--- src/rtl/pllcg_pkg.sv ---
// Package with register map, field layout, reset values and timing counts of the clock generator
package pllcg_pkg;
  // Clock rate of clk_i and nominal range step of the oscillator
  localparam int CLK_HZ = 25000000;
  localparam int F_NOM_HZ = 38400;
  // Word offsets (byte addresses) of the register file
  localparam logic [4:0] OFS_CTRL = 5'h00;
  localparam logic [4:0] OFS_MULT = 5'h04;
  localparam logic [4:0] OFS_RANGE = 5'h08;
  localparam logic [4:0] OFS_REFDIV = 5'h0C;
  localparam logic [4:0] OFS_STATUS = 5'h10;
  localparam logic [4:0] OFS_IRQ_STAT = 5'h14;
  localparam logic [4:0] OFS_IRQ_MASK = 5'h18;
  // Control register field positions
  localparam int CTRL_PLL_ON = 0;
  localparam int CTRL_BCS = 1;
  localparam int CTRL_AUTO = 2;
  localparam int CTRL_FTSEL = 3;
  localparam int CTRL_P_LSB = 4;
  localparam int CTRL_E_LSB = 6;
  // Status register field positions
  localparam int STAT_LOCK = 0;
  localparam int STAT_TRACK = 1;
  localparam int STAT_SRC = 2;
  localparam int STAT_SWITCH = 3;
  // Interrupt status and mask bit
  localparam int IRQ_LOCK_CHG = 0;
  // Field widths
  localparam int P_W = 2;
  localparam int E_W = 2;
  localparam int N_W = 12;
  localparam int L_W = 8;
  localparam int R_W = 4;
  // Reset values
  localparam logic [N_W-1:0] N_RST = 12'h001;
  localparam logic [L_W-1:0] L_RST = 8'h01;
  localparam logic [R_W-1:0] R_RST = 4'h1;
  // Edges of each source clock waited for during a source change
  localparam logic [1:0] SWITCH_EDGES = 2'h3;
  // Matched reference periods needed for tracking and for lock
  localparam logic [2:0] TRK_WIN = 3'h2;
  localparam logic [2:0] LOCK_WIN = 3'h4;
  // Base clock selector states, Gray coded along run, hold, done
  typedef enum logic [1:0] {
    SW_RUN = 2'b00,
    SW_HOLD = 2'b01,
    SW_DONE = 2'b11
  } pllcg_sw_t;
  // Byte-lane merge of a bus write into an old register value
  function automatic logic [31:0] wmerge(input logic [31:0] old, input logic [31:0] dat,
                                         input logic [3:0] sel);
    logic [31:0] m;
    m = {{8{sel[3]}}, {8{sel[2]}}, {8{sel[1]}}, {8{sel[0]}}};
    return (old & ~m) | (dat & m);
  endfunction
endpackage

--- src/rtl/pllcg_sync.sv ---
// Two-flop synchroniser for a foreign clock pin with a rise pulse
`timescale 1ns/100ps
`default_nettype none
module pllcg_sync (
  // Clock and reset
  input wire logic clk_i,
  input wire logic rst_i,
  // Pin and synchronised view
  input wire logic pin_i,
  output logic level_o,
  output logic rise_o
);
  typedef struct packed {
    logic s1;
    logic s2;
    logic s3;
  } pllcg_sync_t;
  pllcg_sync_t r_reg;
  pllcg_sync_t r_next;
  always_comb
  begin
    r_next = r_reg;
    r_next.s1 = pin_i;
    r_next.s2 = r_reg.s1;
    r_next.s3 = r_reg.s2;
  end
  always_ff @(posedge clk_i)
  begin
    if (rst_i)
      r_reg <= '0;
    else
      r_reg <= r_next;
  end
  // First stage is read only by the second
  assign level_o = r_reg.s2;
  assign rise_o = r_reg.s2 & ~r_reg.s3;
endmodule // pllcg_sync
`default_nettype wire

--- src/rtl/pllcg_moddiv.sv ---
// Modulo divider counting tick pulses, with output pulse and square clock
`timescale 1ns/100ps
`default_nettype none
module pllcg_moddiv (
  // Clock and reset
  input wire logic clk_i,
  input wire logic rst_i,
  // Input events and modulus
  input wire logic tick_i,
  input wire logic [11:0] mod_i,
  // Divided outputs
  output logic pulse_o,
  output logic clk_o
);
  typedef struct packed {
    logic [11:0] cnt;
    logic half;
  } pllcg_div_t;
  pllcg_div_t r_reg;
  pllcg_div_t r_next;
  logic [11:0] last;
  // A zero modulus acts as one
  assign last = (mod_i == 12'h000) ? 12'h000 : mod_i - 12'h001;
  assign pulse_o = tick_i & (r_reg.cnt >= last);
  always_comb
  begin
    r_next = r_reg;
    if (pulse_o)
    begin
      r_next.cnt = 12'h000;
      r_next.half = ~r_reg.half;
    end
    else if (tick_i)
      r_next.cnt = r_reg.cnt + 12'h001;
  end
  always_ff @(posedge clk_i)
  begin
    if (rst_i)
      r_reg <= '0;
    else
      r_reg <= r_next;
  end
  assign clk_o = r_reg.half;
endmodule // pllcg_moddiv
`default_nettype wire

--- src/rtl/pllcg_top.sv ---
// Clock generator control: dividers, phase and lock detection, base clock selector, registers
// Function
// [RULE_01] Base clock is crystal clock or oscillator clock halved, chosen by software
// [RULE_02] Crystal clock runs at crystal rate and is buffered as loop reference
// [RULE_03] Crystal circuit runs only while the integration logic asserts its enable
// [RULE_04] Reference clock is divided by modulo factor R
// [RULE_05] Oscillator clock is divided by two to the P, then by N
// [RULE_06] Programmed centre frequency equals nominal step times L times two to E
// [RULE_07] Phase comparator emits correction pulse from divided clock phase difference
// [RULE_08] Lock detector compares divided frequencies, deciding filter mode and lock
// [RULE_09] In acquisition mode the track select bit reads clear
// [RULE_10] Tracking whenever not acquiring or track select bit set
// [RULE_11] Automatic mode lets the lock detector switch filter mode
// [RULE_12] Interrupt on entering or leaving lock when enabled
// [RULE_13] Software selects oscillator clock only after lock reads set
// [RULE_14] Lock clear while oscillator selected means severe disturbance to software
// [RULE_15] Source select bit in control register picks the base clock source
// [RULE_16] On source change base clock holds static for three edges of each clock
// [RULE_17] No oscillator select while loop off; no loop off while oscillator selected
// [RULE_18] Linear factor zero disables loop and forces crystal source
// [RULE_19] Base clock toggles on each source rising edge, giving even duty
`timescale 1ns/100ps
`default_nettype none
module pllcg_top (
  // Clock and reset
  input wire logic clk_i,
  input wire logic rst_i,
  // Wishbone slave
  input wire logic cyc_i,
  input wire logic stb_i,
  input wire logic we_i,
  input wire logic [4:2] adr_i,
  input wire logic [3:0] sel_i,
  input wire logic [31:0] dat_i,
  output logic [31:0] dat_o,
  output logic ack_o,
  // Clock pins and integration logic enable
  input wire logic crystal_clock_i,
  input wire logic osc_output_clock_i,
  input wire logic oscillator_enable_in_i,
  // Clock outputs
  output logic crystal_run_o,
  output logic crystal_clock_o,
  output logic loop_reference_clock_o,
  output logic divided_reference_clock_o,
  output logic feedback_divided_clock_o,
  output logic base_clock_out_o,
  // Loop control outputs
  output logic loop_run_o,
  output logic phase_up_o,
  output logic phase_down_o,
  output logic filter_track_o,
  output logic [15:0] vco_range_o,
  // Interrupt
  output logic loop_cpu_interrupt_o
);
  typedef struct packed {
    logic pll_on;
    logic base_source_select;
    logic auto_bw;
    logic ftsel;
    logic [pllcg_pkg::P_W-1:0] pre_p;
    logic [pllcg_pkg::E_W-1:0] rng_e;
    logic [pllcg_pkg::N_W-1:0] mult_n;
    logic [pllcg_pkg::L_W-1:0] rng_l;
    logic [pllcg_pkg::R_W-1:0] ref_r;
    logic [2:0] pre_cnt;
    logic up;
    logic dn;
    logic [1:0] fb_cnt;
    logic [2:0] good;
    logic lock;
    logic trk;
    logic irq_stat;
    logic irq_mask;
    logic irq;
    logic cur_src;
    pllcg_pkg::pllcg_sw_t sw_st;
    logic [1:0] xc;
    logic [1:0] vc;
    logic base;
    logic xclk;
    logic rclk;
    logic ftrk;
    logic run;
    logic osc_run;
    logic [15:0] vrange;
    logic ack;
    logic [31:0] rdat;
  } pllcg_state_t;

  pllcg_state_t r_reg;
  pllcg_state_t r_next;

  logic x_lvl;
  logic x_rise;
  logic v_lvl;
  logic v_rise;
  logic en_lvl;
  logic loop_run;
  logic want_src;
  logic pre_tick;
  logic rdv_pulse;
  logic vdv_pulse;
  logic rdv_clk;
  logic vdv_clk;
  logic req;
  logic auto_trk;
  logic [2:0] pre_mask;
  logic [31:0] ctrl_v;
  logic [31:0] stat_v;

  // Foreign clocks and the enable pin are synchronised before use
  pllcg_sync u_sync_x (
    .clk_i(clk_i),
    .rst_i(rst_i),
    .pin_i(crystal_clock_i),
    .level_o(x_lvl),
    .rise_o(x_rise)
  );
  pllcg_sync u_sync_v (
    .clk_i(clk_i),
    .rst_i(rst_i),
    .pin_i(osc_output_clock_i),
    .level_o(v_lvl),
    .rise_o(v_rise)
  );
  pllcg_sync u_sync_en (
    .clk_i(clk_i),
    .rst_i(rst_i),
    .pin_i(oscillator_enable_in_i),
    .level_o(en_lvl),
    .rise_o()
  );

  // Loop runs only when switched on and L is non-zero
  assign loop_run = r_reg.pll_on & (r_reg.rng_l != '0); // [RULE_18]
  assign want_src = r_reg.base_source_select & loop_run; // [RULE_15] [RULE_18]

  // Reference divider by R, fed by crystal edges while the crystal runs and the loop runs
  pllcg_moddiv u_div_r (
    .clk_i(clk_i),
    .rst_i(rst_i),
    .tick_i(x_rise & en_lvl & loop_run), // [RULE_04]
    .mod_i({8'h00, r_reg.ref_r}),
    .pulse_o(rdv_pulse),
    .clk_o(rdv_clk)
  );

  // Prescaler by two to the P ahead of the N divider
  assign pre_mask = 3'((4'h1 << r_reg.pre_p) - 4'h1);
  assign pre_tick = v_rise & loop_run & ((r_reg.pre_cnt & pre_mask) == pre_mask); // [RULE_05]
  pllcg_moddiv u_div_n (
    .clk_i(clk_i),
    .rst_i(rst_i),
    .tick_i(pre_tick), // [RULE_05]
    .mod_i(r_reg.mult_n),
    .pulse_o(vdv_pulse),
    .clk_o(vdv_clk)
  );

  // Exactly one feedback period per reference period counts as a match
  assign auto_trk = r_reg.trk;
  assign req = cyc_i & stb_i & ~r_reg.ack;

  always_comb
  begin
    ctrl_v = '0;
    ctrl_v[pllcg_pkg::CTRL_PLL_ON] = r_reg.pll_on;
    ctrl_v[pllcg_pkg::CTRL_BCS] = r_reg.base_source_select;
    ctrl_v[pllcg_pkg::CTRL_AUTO] = r_reg.auto_bw;
    ctrl_v[pllcg_pkg::CTRL_FTSEL] = r_reg.ftrk; // [RULE_09]
    ctrl_v[pllcg_pkg::CTRL_P_LSB +: pllcg_pkg::P_W] = r_reg.pre_p;
    ctrl_v[pllcg_pkg::CTRL_E_LSB +: pllcg_pkg::E_W] = r_reg.rng_e;
    stat_v = '0;
    stat_v[pllcg_pkg::STAT_LOCK] = r_reg.lock; // [RULE_13] [RULE_14]
    stat_v[pllcg_pkg::STAT_TRACK] = r_reg.ftrk;
    stat_v[pllcg_pkg::STAT_SRC] = r_reg.cur_src;
    stat_v[pllcg_pkg::STAT_SWITCH] = (r_reg.sw_st != pllcg_pkg::SW_RUN);
  end

  always_comb
  begin : next_state
    logic [31:0] wv;
    logic n_on;
    logic n_bcs;
    logic was_lock;
    wv = '0;
    n_on = 1'b0;
    n_bcs = 1'b0;
    was_lock = r_reg.lock;
    r_next = r_reg;

    // Bus slave: one wait state, ack for one cycle, unmapped reads zero
    r_next.ack = req;
    r_next.rdat = '0;
    if (req & ~we_i)
    begin
      case ({adr_i, 2'b00})
        pllcg_pkg::OFS_CTRL: r_next.rdat = ctrl_v;
        pllcg_pkg::OFS_MULT: r_next.rdat = 32'(r_reg.mult_n);
        pllcg_pkg::OFS_RANGE: r_next.rdat = 32'(r_reg.rng_l);
        pllcg_pkg::OFS_REFDIV: r_next.rdat = 32'(r_reg.ref_r);
        pllcg_pkg::OFS_STATUS: r_next.rdat = stat_v;
        pllcg_pkg::OFS_IRQ_STAT: r_next.rdat = 32'(r_reg.irq_stat);
        pllcg_pkg::OFS_IRQ_MASK: r_next.rdat = 32'(r_reg.irq_mask);
        default: r_next.rdat = '0;
      endcase
    end
    if (req & we_i)
    begin
      case ({adr_i, 2'b00})
        pllcg_pkg::OFS_CTRL:
        begin
          wv = pllcg_pkg::wmerge(ctrl_v, dat_i, sel_i);
          n_on = wv[pllcg_pkg::CTRL_PLL_ON];
          n_bcs = wv[pllcg_pkg::CTRL_BCS];
          r_next.auto_bw = wv[pllcg_pkg::CTRL_AUTO];
          if (!r_reg.auto_bw)
            r_next.ftsel = wv[pllcg_pkg::CTRL_FTSEL]; // [RULE_10]
          r_next.pre_p = wv[pllcg_pkg::CTRL_P_LSB +: pllcg_pkg::P_W];
          r_next.rng_e = wv[pllcg_pkg::CTRL_E_LSB +: pllcg_pkg::E_W];
          // Loop on/off and source change in one write are both refused
          if ((n_on != r_reg.pll_on) && (n_bcs != r_reg.base_source_select))
          begin
            n_on = r_reg.pll_on;
            n_bcs = r_reg.base_source_select;
          end
          if (n_bcs && !r_reg.base_source_select && !loop_run)
            n_bcs = 1'b0; // [RULE_17] [RULE_18]
          if (!n_on && r_reg.base_source_select)
            n_on = 1'b1; // [RULE_17]
          r_next.pll_on = n_on;
          r_next.base_source_select = n_bcs; // [RULE_15]
        end
        pllcg_pkg::OFS_MULT:
        begin
          wv = pllcg_pkg::wmerge(32'(r_reg.mult_n), dat_i, sel_i);
          r_next.mult_n = wv[pllcg_pkg::N_W-1:0];
        end
        pllcg_pkg::OFS_RANGE:
        begin
          wv = pllcg_pkg::wmerge(32'(r_reg.rng_l), dat_i, sel_i);
          r_next.rng_l = wv[pllcg_pkg::L_W-1:0];
        end
        pllcg_pkg::OFS_REFDIV:
        begin
          wv = pllcg_pkg::wmerge(32'(r_reg.ref_r), dat_i, sel_i);
          r_next.ref_r = wv[pllcg_pkg::R_W-1:0];
        end
        pllcg_pkg::OFS_IRQ_STAT:
        begin
          if (sel_i[0] && dat_i[pllcg_pkg::IRQ_LOCK_CHG])
            r_next.irq_stat = 1'b0;
        end
        pllcg_pkg::OFS_IRQ_MASK:
        begin
          if (sel_i[0])
            r_next.irq_mask = dat_i[pllcg_pkg::IRQ_LOCK_CHG];
        end
        default: r_next.base_source_select = r_reg.base_source_select;
      endcase
    end
    // Zero L drops an oscillator selection at once
    if (r_reg.rng_l == '0)
      r_next.base_source_select = 1'b0; // [RULE_18]

    // Prescaler counts oscillator edges
    if (!loop_run)
      r_next.pre_cnt = '0;
    else if (v_rise)
      r_next.pre_cnt = r_reg.pre_cnt + 3'h1; // [RULE_05]

    // Phase comparator: first divided edge opens a pulse, the other closes it
    if (!loop_run)
    begin
      r_next.up = 1'b0;
      r_next.dn = 1'b0;
    end
    else if (rdv_pulse && !vdv_pulse)
    begin
      r_next.up = ~r_reg.dn; // [RULE_07]
      r_next.dn = 1'b0;
    end
    else if (vdv_pulse && !rdv_pulse)
    begin
      r_next.dn = ~r_reg.up; // [RULE_07]
      r_next.up = 1'b0;
    end
    else if (vdv_pulse && rdv_pulse)
    begin
      r_next.up = 1'b0;
      r_next.dn = 1'b0;
    end

    // Lock detector: feedback periods per reference period
    if (!loop_run)
    begin
      r_next.fb_cnt = '0;
      r_next.good = '0;
      r_next.trk = 1'b0;
      r_next.lock = 1'b0;
    end
    else if (rdv_pulse)
    begin
      r_next.fb_cnt = {1'b0, vdv_pulse};
      if (r_reg.fb_cnt == 2'h1)
      begin
        if (r_reg.good != pllcg_pkg::LOCK_WIN)
          r_next.good = r_reg.good + 3'h1;
        if (r_next.good >= pllcg_pkg::TRK_WIN)
          r_next.trk = 1'b1; // [RULE_08]
        if (r_next.good == pllcg_pkg::LOCK_WIN)
          r_next.lock = r_reg.auto_bw; // [RULE_08]
      end
      else
      begin
        r_next.good = '0;
        r_next.trk = 1'b0; // [RULE_08]
        r_next.lock = 1'b0;
      end
    end
    else if (vdv_pulse && r_reg.fb_cnt != 2'h3)
      r_next.fb_cnt = r_reg.fb_cnt + 2'h1;
    // Lock reads clear in manual mode
    if (!r_reg.auto_bw)
      r_next.lock = 1'b0;

    // Filter mode: automatic follows detector, manual follows software bit
    if (!loop_run)
      r_next.ftrk = 1'b0; // [RULE_09]
    else if (r_reg.auto_bw)
      r_next.ftrk = auto_trk; // [RULE_11]
    else
      r_next.ftrk = r_reg.ftsel; // [RULE_10]

    // Lock change event; a new event wins over a same-cycle clear
    if (r_reg.auto_bw && (r_next.lock != was_lock))
      r_next.irq_stat = 1'b1; // [RULE_12]
    r_next.irq = r_next.irq_stat & r_next.irq_mask; // [RULE_12]

    // Base clock selector: hold static, count edges of both clocks, then swap
    case (r_reg.sw_st)
      pllcg_pkg::SW_RUN:
      begin
        if (want_src != r_reg.cur_src)
        begin
          r_next.sw_st = pllcg_pkg::SW_HOLD; // [RULE_16]
          r_next.xc = '0;
          r_next.vc = '0;
        end
        else if (r_reg.cur_src ? v_rise : x_rise)
          r_next.base = ~r_reg.base; // [RULE_19] [RULE_01]
      end
      pllcg_pkg::SW_HOLD:
      begin
        if (x_rise && r_reg.xc != pllcg_pkg::SWITCH_EDGES)
          r_next.xc = r_reg.xc + 2'h1;
        // A stopped loop gives no edges, so its count is not awaited
        if (!loop_run)
          r_next.vc = pllcg_pkg::SWITCH_EDGES;
        else if (v_rise && r_reg.vc != pllcg_pkg::SWITCH_EDGES)
          r_next.vc = r_reg.vc + 2'h1;
        if (r_next.xc == pllcg_pkg::SWITCH_EDGES && r_next.vc == pllcg_pkg::SWITCH_EDGES)
          r_next.sw_st = pllcg_pkg::SW_DONE; // [RULE_16]
      end
      pllcg_pkg::SW_DONE:
      begin
        r_next.cur_src = want_src; // [RULE_16]
        r_next.sw_st = pllcg_pkg::SW_RUN;
      end
      default: r_next.sw_st = pllcg_pkg::SW_RUN;
    endcase

    // Crystal and reference clock copies, gated by the enable
    r_next.osc_run = en_lvl; // [RULE_03]
    r_next.xclk = x_lvl & en_lvl; // [RULE_02]
    r_next.rclk = x_lvl & en_lvl; // [RULE_02]
    r_next.run = loop_run;
    r_next.vrange = 16'(r_reg.rng_l) << r_reg.rng_e; // [RULE_06]
  end

  always_ff @(posedge clk_i)
  begin
    if (rst_i)
    begin
      r_reg <= '0;
      r_reg.mult_n <= pllcg_pkg::N_RST;
      r_reg.rng_l <= pllcg_pkg::L_RST;
      r_reg.ref_r <= pllcg_pkg::R_RST;
      r_reg.sw_st <= pllcg_pkg::SW_RUN;
    end
    else
      r_reg <= r_next;
  end

  assign dat_o = r_reg.rdat;
  assign ack_o = r_reg.ack;
  assign crystal_run_o = r_reg.osc_run;
  assign crystal_clock_o = r_reg.xclk;
  assign loop_reference_clock_o = r_reg.rclk;
  assign divided_reference_clock_o = rdv_clk;
  assign feedback_divided_clock_o = vdv_clk;
  assign base_clock_out_o = r_reg.base;
  assign loop_run_o = r_reg.run;
  assign phase_up_o = r_reg.up;
  assign phase_down_o = r_reg.dn;
  assign filter_track_o = r_reg.ftrk;
  assign vco_range_o = r_reg.vrange;
  assign loop_cpu_interrupt_o = r_reg.irq;
endmodule // pllcg_top
`default_nettype wire

--- config.mk ---
export PLATFORM = sky130hd
export DESIGN_NAME = pllcg_top
export DESIGN_NICKNAME = d
export VERILOG_FILES = /design/src/rtl/pllcg_pkg.sv /design/src/rtl/pllcg_sync.sv /design/src/rtl/pllcg_moddiv.sv /design/src/rtl/pllcg_top.sv
export SDC_FILE = /design/constraint.sdc
export NUM_CORES = 1
export LEC_CHECK = 0
export BUFFER_PORTS_ARGS = -buffer_cell sky130_fd_sc_hd__buf_2
export CAP_MARGIN = 25
export CORE_ASPECT_RATIO = 1.2
export CORE_MARGIN = 4
export CORE_UTILIZATION = 57
export DETAILED_ROUTE_END_ITERATION = 12
export GPL_TIMING_DRIVEN = 0
export PLACE_DENSITY = 0.81
export RECOVER_POWER = 25
export SETUP_SLACK_MARGIN = 0.1
export SLEW_MARGIN = 25
export SYNTH_ARGS = -nofsm -noshare
export SYNTH_HDL_FRONTEND = slang
export SYNTH_SLANG_ARGS = --single-unit
--- constraint.sdc ---
create_clock -name clk_i -period 4 [get_ports clk_i]
set_input_delay 0.8 -clock clk_i [delete_from_list [all_inputs] [get_ports clk_i]]
set_output_delay 0.8 -clock clk_i [all_outputs]
set_load 0.01 [all_outputs]
# Yosys cells after proc, flatten, opt, wreduce, memory -nomap -nowiden
# Cells that the tools add are included.
dict set report classes {
  addsub 10
  magnitude_cmp 3
  n_eq_ne 24
  shift 2
  mux 43
  bitwise 40
  n_reduce_logical 45
}
# op n
set ops {}
lappend ops {{one-hot mux 12 bit (7 select lines)} 1}
lappend ops {{adder 12 x 1 -> 12 bit (second input constant)} 2}
lappend ops {{bitwise AND 12 bit} 2}
lappend ops {{>= comparator 12 bit} 2}
lappend ops {{zero test 12 bit} 2}
lappend ops {{2-to-1 mux 12 bit} 2}
lappend ops {{2-to-1 mux 2 bit} 12}
lappend ops {{2-to-1 mux 1 bit} 20}
lappend ops {{bitwise AND 1 bit} 16}
lappend ops {{bitwise AND 8 bit} 2}
lappend ops {{OR 8 bit} 2}
lappend ops {{left shift 8 x 2 -> 16 bit} 1}
lappend ops {{AND reduction 2 bit} 7}
lappend ops {{logical AND 1 bit} 13}
lappend ops {{inverter 1 bit} 13}
lappend ops {{equality test 3 bit (second input constant)} 4}
lappend ops {{2-to-1 mux 3 bit} 4}
lappend ops {{inverter 12 bit} 1}
lappend ops {{OR 12 bit} 1}
lappend ops {{subtractor 12 x 1 -> 12 bit (second input constant)} 1}
lappend ops {{!= test 2 bit (second input constant)} 5}
lappend ops {{OR reduction 2 bit} 5}
lappend ops {{zero test 8 bit} 1}
lappend ops {{one-hot mux 4 bit (2 select lines)} 1}
lappend ops {{other kinds (28)} 47}
dict set report word_totals {
  reg_bits 142
  input_bits 47
  output_inout_bits 60
  word_cells 211
}

# Longest topological paths before layout
dict set report logic_depth {
  depth_word 17
  mapped_depth 15
  depth_no_buf 14
}

# Cells and area by module
# A second synthesis with hierarchy kept.
dict set report unflattened {
  hier_cells 751
  hier_area_um2 6593.8
}
# mod instances cells_per_inst area_per_inst_um2 seq_area_each_um2
set by_module_without_submodules {}
lappend by_module_without_submodules {pllcg_top 1 448 4110.2 1661.6}
lappend by_module_without_submodules {{pllcg_moddiv at u_div_n} 1 143 1117.3 260.2}
lappend by_module_without_submodules {{pllcg_moddiv at u_div_r} 1 139 1103.6 260.2}
lappend by_module_without_submodules {pllcg_sync 3 7 87.6 60.1}

# Worst setup path before layout
# OpenSTA, ideal clock, no wires.
dict set report synth_timing {
  path_kind {reg2reg}
  startpoint {register (tool-made name)}
  endpoint {register u_div_n.r_reg[10] in the netlist's numbering}
  setup_ns 0.064
  t_arrival_ns 3.070
  required_ns 3.936
  slack_ns 0.866
  path_stages_with_launch 14
  n_path_buf 1
  period_less_slack_ns 3.134
  cell_sequence {dfxtp_1 or3_1 or3_1 nor4_1 xor2_1 nand2_1 ha_1 a21o_1 a21oi_1 o31a_1 a221oi_4 or2_4 buf_6 nor2_1}
}
# item line_no
set synth_rtl {}
lappend synth_rtl {{to (signal assigned)} pllcg_moddiv.sv:41} ;# r_reg <= r_next;
lappend synth_rtl {{to (decl)} pllcg_moddiv.sv:19} ;# pllcg_div_t r_reg;

==> impl_metrics.py <==
metrics = {
    "final_layout": {
        "finalNonFillerCells": 953,
        "antenna_cells": 0,
        "drive_above_1_share": 0.183,
        "area_delta_synth_final_pct": 18.4,
        "nNetsFinal": 894,
        "final_util": 0.692,
    },
    "place": {
        "portBuffers": 56,
        "gp_congestion": 0.873,
        "dp_cells": 921,
        "hpwl_um": 10700,
        "preCtsSetupSlack_ns": 0.447,
    },
    "logic_synthesis": {
        "ys.flop_type": "dfxtp_1",
        "synth-edff-count": 0,
        "yosys-top-cells-count": "dfxtp_1 (117), nor2_1 (108), nand2_1 (52)",
        "synth_warnings": 0,
        "netlist_area_mm2": 0.00618,
        "synth.area.top_cells": "dfxtp_1 (38%), ha_1 (7.3%), mux2i_1 (6.6%), nor2_1 (6.6%), buf_4 (6.0%)",
        "synth.most_common_cell": "dfxtp_1",
        "synthDistinctLibCells": 59,
        "netlist.area_leader.share": 0.379,
        "synthCells": 705,
        "yosysSeqAreaShare": 0.379,
        "syn_area_per_cell_um2": 8.77,
        "synth_top_cell_by_area": "dfxtp_1",
        "async_flop_share": 0,
        "ys_ff_latch": 117,
    },
    "timing": {
        "final_max_slew_viol_count": 0,
        "worst_slack_ns": 0.420,
        "fin_skew_ns": 0.00637,
        "relSlewSlack": 0.529,
        "fin_crit_sh": 0.895,
        "fmax_mhz": 279,
        "tightest_slew_ns": 0.706,
        "holdWs_ns": 0.436,
        "rsz0062_at_grt": "no",
        "layout_min_cycle_time_ns": 3.58,
        "tns_ns": 0,
        "setup_viol": 0,
        "finalHoldViolations": 0,
    },
    "critical_path": {
        "start_kind": "register",
        "critPathBufInv": 0,
        "criticalPathCategory": "register to register",
        "critPathSlowestCell": "or3_1",
        "crit_chain": "or3_1 -> or3_1 -> nor4_1 -> xor2_1 -> nand2_1 -> ha_1 -> a21o_1 -> a21oi_1 -> o31a_1 -> a221oi_4 -> and2_1 -> a211oi_1",
        "slowest_delay_ns": 0.44,
        "cp_max_fo": 8,
        "critical_path.top_delay_family": "simple AND/OR/NAND/NOR gates",
        "cp.required_ns": 4.31,
        "arrival_ns": 3.89,
        "crit_top_cell": "or3_1",
        "end_kind": "register",
    },
    "hold_path": {
        "min_from": "u_sync_v.r_next[1]$_SDFF_PP0_",
        "hold_path_class": "register to register",
    },
    "clock_tree": {
        "cts.sinks": 117,
        "clk_path_buf_depth": 2,
        "path_clk_slew_ns": 0.06,
        "clockRootBuffer": "clkbuf_16",
        "cts_buffers": 17,
        "cts_resized": 0,
        "cts_setup_buffers": 0,
        "worstSkewPairLatency_ns": 0.42,
        "cts_tree": "yes",
        "htreeDepth": 4,
        "hold_buffers": 0,
    },
    "detailed_routing": {
        "viasPerCell": 5.47,
        "dr.pass1.iters": 5,
        "wirelength_um": 14500,
        "antenna_left": 0,
        "drc": 0,
        "num_vias": 5211,
        "drt_iter0_drc": 327,
        "post_drt_wl_per_cell_um": 15.2,
    },
    "global_route": {
        "grt_pass1_vias": 5085,
        "track_usage": 0.240,
        "grt-ovfl-total": 0,
        "grt_first_pass_wirelength_um": 23500,
        "antenna_found_initial": 0,
        "grt_max_degree": 17,
    },
    "power_and_ir_drop": {
        "p_sw_mw": 0.645,
        "swShare": 0.230,
        "powerDensity_mw_per_mm2": 383,
        "share_comb_of_total_power": 0.046,
        "internal_power_mw": 2.16,
        "leakagePower_nw": 3.02,
        "pwr-share-seq": 0.420,
        "ir_worst_vdd_uv": 255,
        "power_frac_clock": 0.534,
    },
    "floorplan": {
        "dieWidth_um": 103,
        "ioPinCount": 107,
        "start_util": 0.585,
        "core_mm2": 0.0106,
        "core.rowCount": 41,
        "die_area_mm2": 0.0126,
        "die_height_um": 122,
    },
    "status": {
        "status": "finished, final reports clean",
    },
    "flow_run": {
        "maxCapViolCount": 0,
    },
}
==> power by group through the flow <==
| stage | Clock (mW) | Sequential [mW] | Combinational (mW) |
|---|---|---|---|
| 2_1_floorplan | 0 | 1.20 | 0.0884 |
| 3_3_place_gp | 0 | 1.20 | 0.124 |
| 3_5_place_dp | 0 | 1.20 | 0.127 |
| 4_1_cts | 1.51 | 1.18 | 0.127 |
| 5_1_grt | 1.57 | 1.18 | 0.142 |
| 6_report | 1.50 | 1.18 | 0.130 |
==> kinds of logic (layout without fill, tap and decap cells) <==
kind of cell	count (synthesis)	in the layout	share of synthesized area
compound gates	91	91	0.0996
buf+inv	95	183	0.0905
flops	117	117	0.379
simple gates	277	277	0.217
xor+xnor	39	39	0.0553
mux	48	48	0.0846
other cells	2	33	0.00122
fa+ha+maj	36	36	0.0729
==> worst reg2reg max path, cell delays in order (launching register included) <==
cell	delay, ns
dfxtp_1	0.38
or3_1	0.44
or3_1	0.42
nor4_1	0.28
xor2_1	0.18
nand2_1	0.07
ha_1	0.31
a21o_1	0.18
a21oi_1	0.33
o31a_1	0.26
a221oi_4	0.13
and2_1	0.23
a211oi_1	0.29
==> metrics by stage <==
stage	total power [mW]	cell area [um2]
5_1_grt	2.89	7320
3_5_place_dp	1.33	6740
4_1_cts	2.82	7330
3_3_place_gp	1.33	6740
2_1_floorplan	1.29	6300
6_report	2.81	7320
==> final timing paths <==
path                                 end  slack, ns  cells after the start
max reg2reg       r_reg[71]$_SDFFE_PP0P_       0.42                     12
min          u_sync_v.level_o$_SDFF_PP0_       0.44                      1
max               r_reg[71]$_SDFFE_PP0P_       0.42                     12
min reg2reg  u_sync_v.level_o$_SDFF_PP0_       0.44                      1
==> cell type report <==
cell class / instances / area (um2)
timing repair buffer: 56 / 265
fill: 796 / 3250
buffer: 75 / 484
tap: 129 / 161
multi-input combinational: 524 / 3390
clock buffer: 18 / 439
inverter: 20 / 75.1
clock inverter: 14 / 154
sequential: 117 / 2340
==> per-layer routing <==
layer	routed length, um	track usage
met1	5760	0.276
met2	7410	0.407
met3	929	0.0779
met4	396	0.0972
met5	0	0
==> cells in the final DEF (no fill, tap or decap), types with 5 or more instances in the layout <==
cell and instances:
xnor2_1 27, conb_1 33, and2_0 6, ha_1 36, nand2_1 52, clkinv_4 6
xor2_1 12, inv_1 20, buf_4 49, nand3_1 17, o21ai_0 13, nor2b_1 21
nand4_1 7, dfxtp_1 117, nor4_1 6, mux2i_1 41, nand2b_1 13, a21oi_1 32
nor2_1 108, nor3b_1 5, clkbuf_1 31, buf_2 47, clkbuf_16 17, nor3_1 16
a211oi_1 13
Power figures use the tool's default switching activity.
